File: config.mk
export PLATFORM = sky130hd
export DESIGN_NAME = serial_rom_reader
export DESIGN_NICKNAME = d
export VERILOG_FILES = /design/src/rtl/serial_rom_pkg.sv /design/src/rtl/bit_fifo.sv /design/src/rtl/serial_rom_reader.sv
export VERILOG_INCLUDE_DIRS = /design/src /design/src/rtl
export SDC_FILE = /design/constraint.sdc
export NUM_CORES = 1
export LEC_CHECK = 0
export BUFFER_PORTS_ARGS = -buffer_cell sky130_fd_sc_hd__buf_4
export CAP_MARGIN = 15
export CORE_AREA = 2 2 78 80
export DETAILED_ROUTE_END_ITERATION = 12
export DIE_AREA = 0 0 80 82
export GPL_TIMING_DRIVEN = 0
export PLACE_DENSITY = 0.67
export SLEW_MARGIN = 20
export SYNTH_ARGS = -nofsm -noshare
export SYNTH_HDL_FRONTEND = slang
export SYNTH_HIERARCHICAL = 1
export SYNTH_SLANG_ARGS = --single-unit
File: constraint.sdc
create_clock -name clk -period 4.9 [get_ports clk]
set_input_delay 0 -clock clk [delete_from_list [all_inputs] [get_ports clk]]
set_output_delay 0 -clock clk [all_outputs]
set_load 0.005 [all_outputs]
File: src/rtl/serial_rom_defines.svh
// Purpose: Constants for the serial configuration memory reader
// Assumes: Single clock clk at 200 MHz, active-low async reset rstn
// Notes: Types live in the package; numbers live here
// Operation
// - Count up on rising read clock when enabled
// - Present current bit shortly after each edge
// - Float data when select inactive or gate active
// - Reset input holds counter zero, data floats
// - One-time polarity setting for reset input
// - Select high clears counter, floats, enters standby
// - Contents read-only, never altered by reads
// - Past terminal count stop and float output
`ifndef SERIAL_ROM_DEFINES_SVH
`define SERIAL_ROM_DEFINES_SVH
`define ROM_DEPTH_DEF 1024
`define FIFO_DEPTH_DEF 16
`define POL_ACTIVE_HIGH 1'h1
`define READ_CLK_IDLE 1'h0
`define STANDBY_RESET 1'h1
`endif

File: src/rtl/serial_rom_pkg.sv
// Purpose: Types for the serial configuration memory reader
// Assumes: Included defines supply numeric constants
// Notes: Packed structs carry pin groups
package serial_rom_pkg;
  typedef struct packed {
    logic dout;
    logic dout_oe;
  } data_pin_t;
  typedef enum logic [1:0] {
    ST_STANDBY = 2'b00,
    ST_HELD = 2'b01,
    ST_READ = 2'b10,
    ST_DONE = 2'b11
  } rd_state_t;
endpackage : serial_rom_pkg

File: src/rtl/bit_fifo.sv
// Purpose: Small valid/ready FIFO
// Assumes: Depth is a power of two
// Notes: Full and empty come from an occupancy count
`timescale 1ns/1ps
module bit_fifo #(
  parameter int WIDTH = 1,
  parameter int DEPTH = 16
) (
  // Clock and reset
  input wire logic clk,
  input wire logic rstn,
  input wire logic flush,
  // Fill side
  input wire logic in_valid,
  output logic in_ready,
  input wire logic [WIDTH-1:0] in_data,
  // Drain side
  output logic out_valid,
  input wire logic out_ready,
  output logic [WIDTH-1:0] out_data
);
  localparam int AW = $clog2(DEPTH);
  logic [WIDTH-1:0] mem [DEPTH];
  logic [AW-1:0] wr_q;
  logic [AW-1:0] rd_q;
  logic [AW:0] cnt_q;
  logic push;
  logic pop;
  assign in_ready = (cnt_q != DEPTH[AW:0]);
  assign out_valid = (cnt_q != '0);
  assign out_data = mem[rd_q];
  assign push = in_valid && in_ready;
  assign pop = out_valid && out_ready;
  always_ff @(posedge clk) begin
    if (push) begin
      mem[wr_q] <= in_data;
    end
  end
  always_ff @(posedge clk or negedge rstn) begin
    if (!rstn) begin
      wr_q <= '0;
      rd_q <= '0;
      cnt_q <= '0;
    end else if (flush) begin
      wr_q <= '0;
      rd_q <= '0;
      cnt_q <= '0;
    end else begin
      if (push) begin
        wr_q <= wr_q + 1'b1;
      end
      if (pop) begin
        rd_q <= rd_q + 1'b1;
      end
      cnt_q <= cnt_q + (AW+1)'(push) - (AW+1)'(pop);
    end
  end
endmodule : bit_fifo

File: src/rtl/serial_rom_reader.sv
// Purpose: Read side of a one-time-programmable serial configuration memory
// Assumes: Read clock arrives as a synchronous level input, sampled on clk
// Notes: Bits prefetch into a FIFO; one bit pops per counted rising edge
`timescale 1ns/1ps
`include "serial_rom_defines.svh"
module serial_rom_reader #(
  parameter int DEPTH = `ROM_DEPTH_DEF,
  parameter int FIFO_DEPTH = `FIFO_DEPTH_DEF,
  parameter logic [DEPTH-1:0] CONTENTS = '0,
  parameter logic RESET_ACTIVE_HIGH = `POL_ACTIVE_HIGH
) (
  // Clock and reset
  input wire logic clk,
  input wire logic rstn,
  // Control pins from the loader
  input wire logic cclk,
  input wire logic reset_gate,
  input wire logic ce_n,
  // Serial data pin
  output serial_rom_pkg::data_pin_t data_pin,
  // Status
  output logic standby,
  output logic terminal_count,
  output serial_rom_pkg::rd_state_t state
);
  localparam int AW = $clog2(DEPTH) + 1;
  localparam int IW = AW - 1;
  localparam logic [AW-1:0] LAST = AW'(DEPTH - 1);

  // Read-only store: no write path exists
  logic [DEPTH-1:0] rom;
  assign rom = CONTENTS;

  // Pin decode
  logic cclk_q;
  logic rise;
  logic rst_act;
  logic enabled;
  logic flush;
  logic take;

  // Address and prefetch
  logic [AW-1:0] addr_q;
  logic [AW-1:0] fetch_q;
  logic past_tc_q;
  logic lag_q;

  // FIFO handshake
  logic f_in_valid;
  logic f_in_ready;
  logic f_in_data;
  logic f_out_valid;
  logic f_out_ready;
  logic f_out_data;

  // Next values of the registered outputs
  serial_rom_pkg::rd_state_t st_d;
  logic oe_d;
  logic dout_d;

  // Polarity is fixed per part, as a programmed fuse would be
  function automatic logic gate_active(input logic pin);
    return pin == RESET_ACTIVE_HIGH;
  endfunction : gate_active

  function automatic logic is_last(input logic [AW-1:0] ptr);
    return ptr == LAST;
  endfunction : is_last

  function automatic logic in_image(input logic [AW-1:0] ptr);
    return ptr <= LAST;
  endfunction : in_image

  // Shared by the pin address and the prefetch pointer
  function automatic logic [AW-1:0] step(input logic [AW-1:0] ptr);
    return ptr + AW'(1);
  endfunction : step

  function automatic serial_rom_pkg::rd_state_t pick_state(
    input logic sel_n,
    input logic held,
    input logic done
  );
    serial_rom_pkg::rd_state_t st;
    if (sel_n) begin
      st = serial_rom_pkg::ST_STANDBY;
    end else if (held) begin
      st = serial_rom_pkg::ST_HELD;
    end else if (done) begin
      st = serial_rom_pkg::ST_DONE;
    end else begin
      st = serial_rom_pkg::ST_READ;
    end
    return st;
  endfunction : pick_state

  assign rst_act = gate_active(reset_gate);
  assign flush = ce_n || rst_act;
  assign enabled = !flush;
  assign rise = cclk && !cclk_q;
  assign take = enabled && rise && !past_tc_q;

  // Idle level matches a loader that parks its clock low, so no false rise follows reset
  always_ff @(posedge clk or negedge rstn) begin
    if (!rstn) begin
      cclk_q <= `READ_CLK_IDLE;
    end else begin
      cclk_q <= cclk;
    end
  end

  // Address of the bit shown on the pin
  always_ff @(posedge clk or negedge rstn) begin
    if (!rstn) begin
      addr_q <= '0;
    end else if (flush) begin
      addr_q <= '0;
    end else if (take && !is_last(addr_q)) begin
      addr_q <= step(addr_q);
    end
  end

  // The counted edge at the last address ends the image
  always_ff @(posedge clk or negedge rstn) begin
    if (!rstn) begin
      past_tc_q <= 1'h0;
    end else if (flush) begin
      past_tc_q <= 1'h0;
    end else if (take && is_last(addr_q)) begin
      past_tc_q <= 1'h1;
    end
  end

  // A rise taken before the head is valid would shift every later bit by one;
  // the pin floats until the next clear rather than send a wrong image
  always_ff @(posedge clk or negedge rstn) begin
    if (!rstn) begin
      lag_q <= 1'h0;
    end else if (flush) begin
      lag_q <= 1'h0;
    end else if (take && !f_out_valid) begin
      lag_q <= 1'h1;
    end
  end

  // Prefetch pointer keeps the FIFO ahead of the pin
  always_ff @(posedge clk or negedge rstn) begin
    if (!rstn) begin
      fetch_q <= '0;
    end else if (flush) begin
      fetch_q <= '0;
    end else if (f_in_valid && f_in_ready) begin
      fetch_q <= step(fetch_q);
    end
  end
  assign f_in_valid = enabled && in_image(fetch_q);
  assign f_in_data = rom[fetch_q[IW-1:0]];
  assign f_out_ready = take;

  bit_fifo #(
    .WIDTH(1),
    .DEPTH(FIFO_DEPTH)
  ) u_fifo (
    .clk(clk),
    .rstn(rstn),
    .flush(flush),
    .in_valid(f_in_valid),
    .in_ready(f_in_ready),
    .in_data(f_in_data),
    .out_valid(f_out_valid),
    .out_ready(f_out_ready),
    .out_data(f_out_data)
  );

  always_comb begin
    st_d = pick_state(ce_n, rst_act, past_tc_q);
  end

  always_comb begin
    oe_d = 1'h0;
    case (st_d)
      serial_rom_pkg::ST_READ: oe_d = f_out_valid && !lag_q;
      serial_rom_pkg::ST_DONE: oe_d = 1'h0;
      default: oe_d = 1'h0;
    endcase
  end
  // An empty FIFO parks the bit low rather than show unwritten storage
  assign dout_d = f_out_valid && f_out_data;

  always_ff @(posedge clk or negedge rstn) begin
    if (!rstn) begin
      state <= serial_rom_pkg::ST_STANDBY;
    end else begin
      state <= st_d;
    end
  end

  always_ff @(posedge clk or negedge rstn) begin
    if (!rstn) begin
      standby <= `STANDBY_RESET;
    end else begin
      standby <= ce_n;
    end
  end

  always_ff @(posedge clk or negedge rstn) begin
    if (!rstn) begin
      terminal_count <= 1'h0;
    end else begin
      terminal_count <= past_tc_q;
    end
  end

  // Bit and its enable move together, so the pin never drives a stale value
  always_ff @(posedge clk or negedge rstn) begin
    if (!rstn) begin
      data_pin <= '0;
    end else begin
      data_pin.dout <= dout_d;
      data_pin.dout_oe <= oe_d;
    end
  end
endmodule : serial_rom_reader
## Yosys cells after proc, flatten, opt, wreduce, memory -nomap -nowiden

Memories as Yosys holds them, arrays and structs flattened.
Index checks and enable logic that the tools add are counted.

- Flip-flop bits (word level): 44
- Bits in writable memories: 16
- Bits in read-only memories: 1024
- Bits of input ports: 5
- Output and inout bits: 6
- Word-level logic and storage cells: 70
- Memories kept: 2

- Add/sub/neg operators: 6
- Magnitude comparators: 2
- Equal/unequal tests: 3
- Mux-type cells: 20
- Reductions and logical operators: 24

Memory list:

| memory | words | bits a word | read ports | clocked after memory_dff | wr ports | line | RTL |
|---|---|---|---|---|---|---|---|
| (name not given) | 1024 | 1 | 1 | 0 | 0 | serial_rom_reader.sv:157 | `assign f_in_data = rom[fetch_q[IW-1:0]];` |
| u_fifo.mem | 16 | 1 | 1 | 0 | 1 | bit_fifo.sv:23 | `logic [WIDTH-1:0] mem [DEPTH];` |

Operators by type and width:

| cell | number |
|---|---|
| two-way mux 11 bit | 4 |
| adder 11 x 1 -> 11 bit (second input constant) | 2 |
| two-way mux 4 bit | 4 |
| equality test 11 x 10 -> 1 bit (second input constant) | 1 |
| <= comparator 11 x 10 -> 1 bit (second input constant) | 1 |
| logical AND 1 bit | 11 |
| < comparator 10 x 11 -> 1 bit (second input constant) | 1 |
| nonzero test 2 bit | 5 |
| two-way mux 1 bit | 9 |
| adder 4 x 1 -> 4 bit (second input constant) | 2 |
| zero test 1 bit | 6 |
| adder 5 x 1 -> 5 bit | 1 |
| two-way mux 5 bit | 1 |
| inequality test 5 bit (second input constant) | 1 |
| nonzero test 5 bit | 1 |
| subtractor 5 x 1 -> 5 bit | 1 |
| two-way mux 2 bit | 2 |
| equality test 2 bit (second input constant) | 1 |
| logical OR 1 bit | 1 |

## Longest topological paths before layout

Gate-level depths: netlist of run 1.

- Depth after elaboration: 7
- Mapped depth: 15
- Gate-level depth less buffers: 14

## Modules after synthesis

Netlist of run 1, hierarchy kept.

By module, submodules not included:

| module | instances | cells an instance | area an instance (um^2) |
|---|---|---|---|
| bit_fifo | 1 | 135 | 1547.7 |
| serial_rom_reader | 1 | 148 | 1495.2 |

## Worst setup path before layout of run 1

No wires, ideal clock.

- Kind: reg2reg
- From: register u_fifo.cnt_q[3]
- To: register u_fifo.cnt_q[4]
- Setup time: 140 ps
- Arrival time: 2587 ps
- Slack: 2173 ps
- Cell stages (with the launch flop): 16
- Buffers on the path: 1
- Clock period less this slack: 2727 ps
- Cells stage by stage: dfrtp_1 > inv_1 > ha_1 > or4b_1 > buf_2 > nand2_1 > inv_1 > ha_1 > inv_1 > ha_1 > inv_1 > fa_1 > nor2b_1 > o21bai_1 > a21oi_1 > nor3b_1

- Elaborated cells between the ends (all ways): 7
- Those cells by class: 2 x add/sub; 1 x eq/ne; 1 x mux; 3 x reduce/logical

RTL lines:

| item | line | RTL |
|---|---|---|
| start, declared | bit_fifo.sv:26 | `logic [AW:0] cnt_q;` |
| start signal, assigned | bit_fifo.sv:55 | `cnt_q <= cnt_q + (AW+1)'(push) - (AW+1)'(pop);` |
| nonzero test 5 bit | bit_fifo.sv:30 | `assign out_valid = (cnt_q != '0);` |
| named net f_out_valid | serial_rom_reader.sv:52 | `logic f_out_valid;` |
| logical AND 1 bit | bit_fifo.sv:33 | `assign pop = out_valid && out_ready;` |
| subtractor 5 x 1 -> 5 bit | bit_fifo.sv:55 |  |
| two-way mux 5 bit | bit_fifo.sv:44 | `end else if (flush) begin` |

The timed path passes the listed nets, and every way through them passes these cells.
A chain may end at the register's enable or synchronous reset.

## Worst setup path in the final report of run 1

- From: input port reset_gate
- To: register u_fifo.cnt_q[4]

- Word-level cells in the longest chain between the ends: 7
- Elaborated cells between the ends (all ways): 10
- Those cells by class: 2 x add/sub; 1 x mux; 7 x reduce/logical

Ends and longest elaborated chain:

| item | line | RTL |
|---|---|---|
| start, declared | serial_rom_reader.sv:17 | `input wire logic reset_gate,` |
| logical OR 1 bit | serial_rom_reader.sv:98 | `assign flush = ce_n \|\| rst_act;` |
| zero test 1 bit | serial_rom_reader.sv:99 | `assign enabled = !flush;` |
| logical AND 1 bit | serial_rom_reader.sv:156 | `assign f_in_valid = enabled && in_image(fetch_q);` |
| named net f_in_valid | serial_rom_reader.sv:49 | `logic f_in_valid;` |
| logical AND 1 bit | bit_fifo.sv:32 | `assign push = in_valid && in_ready;` |
| adder 5 x 1 -> 5 bit | bit_fifo.sv:55 |  |
| subtractor 5 x 1 -> 5 bit | bit_fifo.sv:55 |  |
| two-way mux 5 bit | bit_fifo.sv:44 |  |

The timed path passes the listed nets, and every way through them passes these cells.

==> results of run 1 <==
-- per-layer routing --
layer / GRT usage (%) / vias to the layer above / share of wire (%)
met5: 0 / - / 0
li1: - / 1067 / -
met4: 7.627 / 0 / 0.96
met1: 25.05 / 1036 / 47
met3: 5.714 / 4 / 3.4
met2: 32.17 / 31 / 48
-- per-stage QoR --
| stage | setup WS, ps | instance area (µm²) | utilization [%] | hold slack, ps |
|---|---|---|---|---|
| after floorplan | 2173 | 3099 | - | -295.6 |
| after global placement | 1619 | 3268 | 56.88 | 27.39 |
| after detailed placement | 1580 | 3268 | 56.88 | 32.35 |
| after CTS | 1376 | 3508 | 61.06 | 202.7 |
| after global routing | 936.1 | 3508 | 61.06 | 253.7 |
| final | 1410 | 3508 | 61.06 | 193.3 |
-- timing repair --
item                                    4_1_cts  5_1_grt
hold buffers                                  4        0
endpoints found under the hold margin        46        0
gates resized for setup                       0        0
endpoints found under the setup margin        0        0
-- flip-flops by register name, indices dropped and copies added, names as in the netlist, 2 cells and up --
signal / count
state: 2
data_pin: 2
addr_q: 11
u_fifo/cnt_q: 5
u_fifo/rd_q: 4
u_fifo/mem: 16
fetch_q: 11
u_fifo/wr_q: 4
-- final cells by class --
type                    count  area share [%]
multi-input cells         210           40.09
clock buffers               9           3.531
flip-flops and latches     60           45.11
well taps                  75           2.675
repair buffers             14           3.281
plain buffers              10           1.213
clock inverters             7           2.175
inverters                  18           1.926
-- path summary, 6_finish.rpt --
kind                                            from                        end  slack (ps)
max                                       reset_gate  u_fifo/cnt_q[4]$_DFF_PN0_        1410
min reg2reg                        lag_q$_DFFE_PN0P_      data_pin[0]$_DFF_PN0_         450
max reg2reg                u_fifo/cnt_q[3]$_DFF_PN0_  u_fifo/cnt_q[4]$_DFF_PN0_        1820
min in group clk                                ce_n          standby$_DFF_PN1_         350
max in group asynchronous                       rstn  u_fifo/cnt_q[0]$_DFF_PN0_        4320
min                                             rstn      addr_q[0]$_DFFE_PN0P_         190
-- synthesized netlist by cell type (6+ instances only) --
cell      instances  share of area [%]
a21oi_1          14                2.3
and2_1           13                2.7
dfrtp_1          43                 35
edfxtp_1         16                 16
ha_1             13                5.3
inv_1            18                2.2
nand2_1          12                1.5
nand3_1          10                1.6
nand4_1           7                1.4
nor2_1           30                3.7
nor3_1            6               0.99
o21ai_0           8                1.3
xor2_1           10                2.9
-- power by group --
group,internal (µW),switching (µW)
Clock,237,210
Combinational,19.7,32.0
Sequential,520,3.49
Total,776,245
-- logic make-up after synthesis --
group,count (synthesis)
other cells,1
buf+inv,28
xor+xnor,15
mux,7
flops,60
compound gates,40
simple gates,118
fa+ha+maj,14
-- worst reg2reg max path: stages (launching register included) --
cell and delay, ps:
dfrtp_1 400, inv_1 80, ha_1 160, or4b_1 490
buf_2 190, nand2_1 160, inv_1 60, ha_1 280
inv_1 50, ha_1 160, inv_1 50, fa_1 370
nor2b_1 170, o21bai_1 100, a21oi_1 150, nor3b_1 60
==> run_results.csv, run 1 <==
group,metric,value,unit
sta,drv_slew,0,
setup_path,cpPeakStageDelay,540,ps
placement,hpwl,3907,µm
routing,vias,2138,
setup_path,start_kind,"primary input",
logic_synthesis,yosys.area_share.xor_xnor,4.317,%
clock_network,htreeDepth,3,
die,ios,11,
routing,routedWlPerCell,13.93,µm
pwr,irDropWorstVdd,203.6,µV
logic_synthesis,synthMuxAreaShare,3.125,%
die,design.core.area,0.005746,mm²
clock_network,clock-sinks,60,
clock_network,clk_latency,330,ps
sta,setup_tns,0,ps
logic_synthesis,synth-simple-area-share,22.29,%
finish,final_cell_mix,"dfrtp_1, nor2_1, inv_1",
die,fp.dieH,82,µm
placement,numPortBuffers,10,
finish,area_delta_synth_final,15.30,%
logic_synthesis,yosys_register_bits,60,
logic_synthesis,seq_area_frac_synth,52.01,%
sta,fin_crit_sh,71.23,%
logic_synthesis,synth_fa_ha_area_share,6.003,%
setup_path,cp_max_fo,10,
finish,drive_gt1_share,13.41,%
logic_synthesis,yosys_warnings,6,
setup_path,crit_cells,16,
sta,finalHoldViolCount,0,
grt,grt_overflow_total,0,
setup_path,r2r_cells,15,
setup_path,crit_chain,"dlygate4sd3_1 -> buf_4 -> or2_2 -> clkbuf_1 -> clkbuf_1 -> nor3_1 -> nand2_2 -> ha_1 -> inv_1 -> ha_1 -> inv_1 -> fa_1 -> nor2b_1 -> o21bai_1 -> a21oi_1 -> nor3b_1",
setup_path,slowest_stage,"dlygate4sd3_1",
logic_synthesis,synth_edf_count,16,
flow_run,max_cap_violations,0,
routing,vias_per_cell,5.305,
die,die_area,0.006560,mm²
worst_hold_path,hp-class,"in2async",
clock_network,cts_tree,"yes",
placement,dp.cells,383,
grt,gr-usage-all-layers,19.76,%
routing,drt_wl_total,5614,µm
clock_network,cts_buffers,9,
pwr,p_total,1022,µW
setup_path,cp.arrival,3670,ps
clock_network,clockBufferDepth,2,
sta,fin_crit,3490,ps
placement,routabilityCongestion,0.7554,
sta,fmax,0.2865,GHz
routing,first_pass_iters,4,
grt,grt_antenna_before_repair,0,
clock_network,post-cts-setup-buffer-count,0,
sta,rsz0062_at_grt,"false",
sta,skew,10.83,ps
logic_synthesis,netlist_area,0.003043,mm²
logic_synthesis,synth.avg_cell_area,10.75,µm²
die,row_count,28,
finish,multi_input_area,0.001406,mm²
logic_synthesis,synth_top_family_by_area,"simple AND/OR/NAND/NOR gates",
clock_network,clk_pin_slew,80,ps
die,die_width,80,µm
clock_network,root_buffer,"clkbuf_8",
finish,final_nets,342,
grt,grt_pass1_wl,9811,µm
pwr,leakagePower,0.001472,µW
die,start_util,52.96,%
setup_path,endpoint_kind,"flop",
logic_synthesis,synth_cell_types,57,
sta,timing.slew.headroom,55.11,%
status,status,"complete, no violations",
setup_path,path_buf_inv,6,
routing,drt_iter0_markers,160,
finish,seq_area,0.001583,mm²
logic_synthesis,async_reset_ff_share,73.33,%
logic_synthesis,synthFlopType,"dfrtp_1",
logic_synthesis,synth_compound_area_share,8.512,%
setup_path,path_class,"in2reg",
setup_path,worstPathRequired,5080,ps
grt,grt_pass1_vias,2191,
finish,diodes,0,
setup_path,path_delay_family,"simple AND/OR/NAND/NOR gates",
finish,nFillCells,494,
logic_synthesis,synth_cells,283,
sta,setup_viol,0,
pwr,powerDensity,291.2,mW/mm²
finish,final_common_cell,"dfrtp_1",
routing,postRouteAntennaNets,0,
routing,drc,0,
grt,grt_max_degree,45,
finish,instances_no_fill,403,
sta,worst_pin_slew,673.3,ps
Note: power is estimated with default switching activity, not from simulation.
==> inputs of run 2 (changes only) <==
--- a/config.mk
+++ b/config.mk
@@ -12,7 +12,7 @@
 export DETAILED_ROUTE_END_ITERATION = 12
 export DIE_AREA = 0 0 80 82
 export GPL_TIMING_DRIVEN = 0
-export PLACE_DENSITY = 0.67
+export PLACE_DENSITY = 0.7
 export SLEW_MARGIN = 20
 export SYNTH_ARGS = -nofsm -noshare
 export SYNTH_HDL_FRONTEND = slang
==> constraint.sdc (replaced) <==
create_clock -name clk -period 2.9 [get_ports clk]
set_input_delay 0 -clock clk [delete_from_list [all_inputs] [get_ports clk]]
set_output_delay 0 -clock clk [all_outputs]
set_load 0.005 [all_outputs]
==> run_results.csv, run 2 (synthesized netlist as in run 1, its figures left out) <==
group,metric,value,unit
grt,grt_overflow_total,0,
grt,grt_antenna_before_repair,0,
grt,grt_pass1_wl,9680,µm
routing,drc,0,
finish,design_area,0.003638,mm²
die,ios,11,
sta,setup_tns,0,ps
die,fp.dieH,82,µm
clock_network,cts_tree,"yes",
finish,reg_top3,"u_fifo/mem x16, addr_q x11, fetch_q x11",
sta,fmax,0.3558,GHz
flow_run,max_cap_violations,0,
clock_network,htreeDepth,3,
finish,area_delta_synth_final,19.57,%
die,row_count,28,
status,status,"complete, no violations",
finish,final_nets,351,
grt,gr-usage-all-layers,19.58,%
placement,numPortBuffers,10,
setup_path,cp.arrival,3000,ps
routing,dr_wl_met3,204,µm
finish,instances_no_fill,412,
routing,wl_met1,2826,µm
die,die_width,80,µm
sta,worst_pin_slew,754.4,ps
routing,routedWlPerCell,14.56,µm
finish,diodes,0,
finish,nFillCells,472,
routing,first_pass_iters,4,
clock_network,cts_buffers,9,
setup_path,worstPathRequired,3090,ps
die,start_util,52.96,%
placement,dp.cells,383,
placement,place_area,0.003268,mm²
finish,largest_register,"u_fifo/mem",
finish,largest_register_ff_count,16,
clock_network,clk_pin_slew,70,ps
setup_path,path_class,"reg2reg",
clock_network,clockBufferDepth,2,
routing,wl_met2,2860,µm
clock_network,clk_latency,340,ps
routing,vias,2207,
routing,drt_wl_total,5999,µm
worst_hold_path,hp-class,"in2async",
routing,postRouteAntennaNets,0,
routing,drt_iter0_markers,90,
sta,fin_crit_sh,96.92,%
clock_network,clock-sinks,60,
sta,setup_viol,0,
sta,finalHoldViolCount,0,
setup_path,start_kind,"flop",
sta,fin_crit,2811,ps
grt,grt_max_degree,45,
pwr,powerDensity,470.5,mW/mm²
placement,hpwl,3776,µm
sta,drv_slew,0,
finish,final_cell_mix,"dfrtp_1, nor2_1, buf_4",
finish,utilization,63.33,%
grt,grt_pass1_vias,2154,
setup_path,cp_max_fo,2,
setup_path,endpoint_kind,"flop",
pwr,leakagePower,0.001541,µW
placement,routabilityCongestion,0.7618,
finish,final_common_cell,"dfrtp_1",
die,die_area,0.006560,mm²
clock_network,root_buffer,"clkbuf_8",
routing,vias_per_cell,5.357,
pwr,irDropWorstVdd,291.1,µV
sta,timing.slew.headroom,49.71,%
finish,drive_gt1_share,19.29,%
sta,skew,9.261,ps
die,design.core.area,0.005746,mm²
routing,top_layer_used,"met4",
==> run 2: per-layer routing <==
| metal | vias to the layer above | global-route usage, % |
|---|---|---|
| li1 | 1085 | - |
| met1 | 1075 | 23.58 |
| met2 | 38 | 33.33 |
| met3 | 9 | 5.604 |
| met4 | 0 | 7.627 |
| met5 | - | 0 |
==> run 2: worst paths after layout <==
check,from,end,slack [ps],depth (start not counted)
min reg2reg,lag_q$_DFFE_PN0P_,data_pin[0]$_DFF_PN0_,440,1
max,u_fifo/cnt_q[3]$_DFF_PN0_,u_fifo/cnt_q[4]$_DFF_PN0_,90,14
max reg2reg,u_fifo/cnt_q[3]$_DFF_PN0_,u_fifo/cnt_q[4]$_DFF_PN0_,90,14
min in group clk,reset_gate,data_pin[0]$_DFF_PN0_,260,4
max in group asynchronous,rstn,u_fifo/cnt_q[2]$_DFF_PN0_,2320,2
min,rstn,addr_q[0]$_DFFE_PN0P_,200,2
==> run 2: repair_timing <==
action	in CTS	in global routing
cloned	0	0
endpoints found under the setup margin	1	2
gates resized for setup	8	14
pin swaps	0	6
hold buffers	4	0
setup buffers	3	7
endpoints found under the hold margin	46	0
==> run 2: critical path, cell delays in order, from the launching register on <==
cell and delay, ps:
dfrtp_1 410, inv_2 90, ha_4 120, or4b_4 500, nand2_4 90, inv_1 60, ha_1 280, inv_1 60
ha_2 180, inv_2 40, fa_2 380, nor2b_4 170, o21bai_4 90, a21oi_2 140, nor3b_2 60
==> run 2: area by class of cell <==
class                   count  area, µm²  share of cell area [%]
plain buffers               9      37.54                   1.032
inverters                  18      67.56                   1.857
multi-input cells         210       1484                   40.78
clock inverters             6      55.05                   1.513
clock buffers              10      127.6                   3.508
flip-flops and latches     60       1583                   43.50
repair buffers             24      190.2                   5.227
well taps                  75      93.84                   2.579
==> run 2: where the power goes <==
group / switching, µW / internal [µW] / total, µW
clock network: 334 / 388 / 722
logic: 60.9 / 44.4 / 105
registers: 6.05 / 879 / 885
==> run 2: per-stage QoR <==
step | power, µW | worst slack (ps) | hold WS (ps)
2_1_floorplan | 947.9 | 173.4 | -295.6
3_3_place_gp | 983.4 | -427.9 | 27.64
3_5_place_dp | 985.0 | -417.8 | 28.28
4_1_cts | 1709 | 1.952 | 206.0
5_1_grt | 1770 | -57.87 | 257.1
6_report | 1712 | 89.26 | 196.6
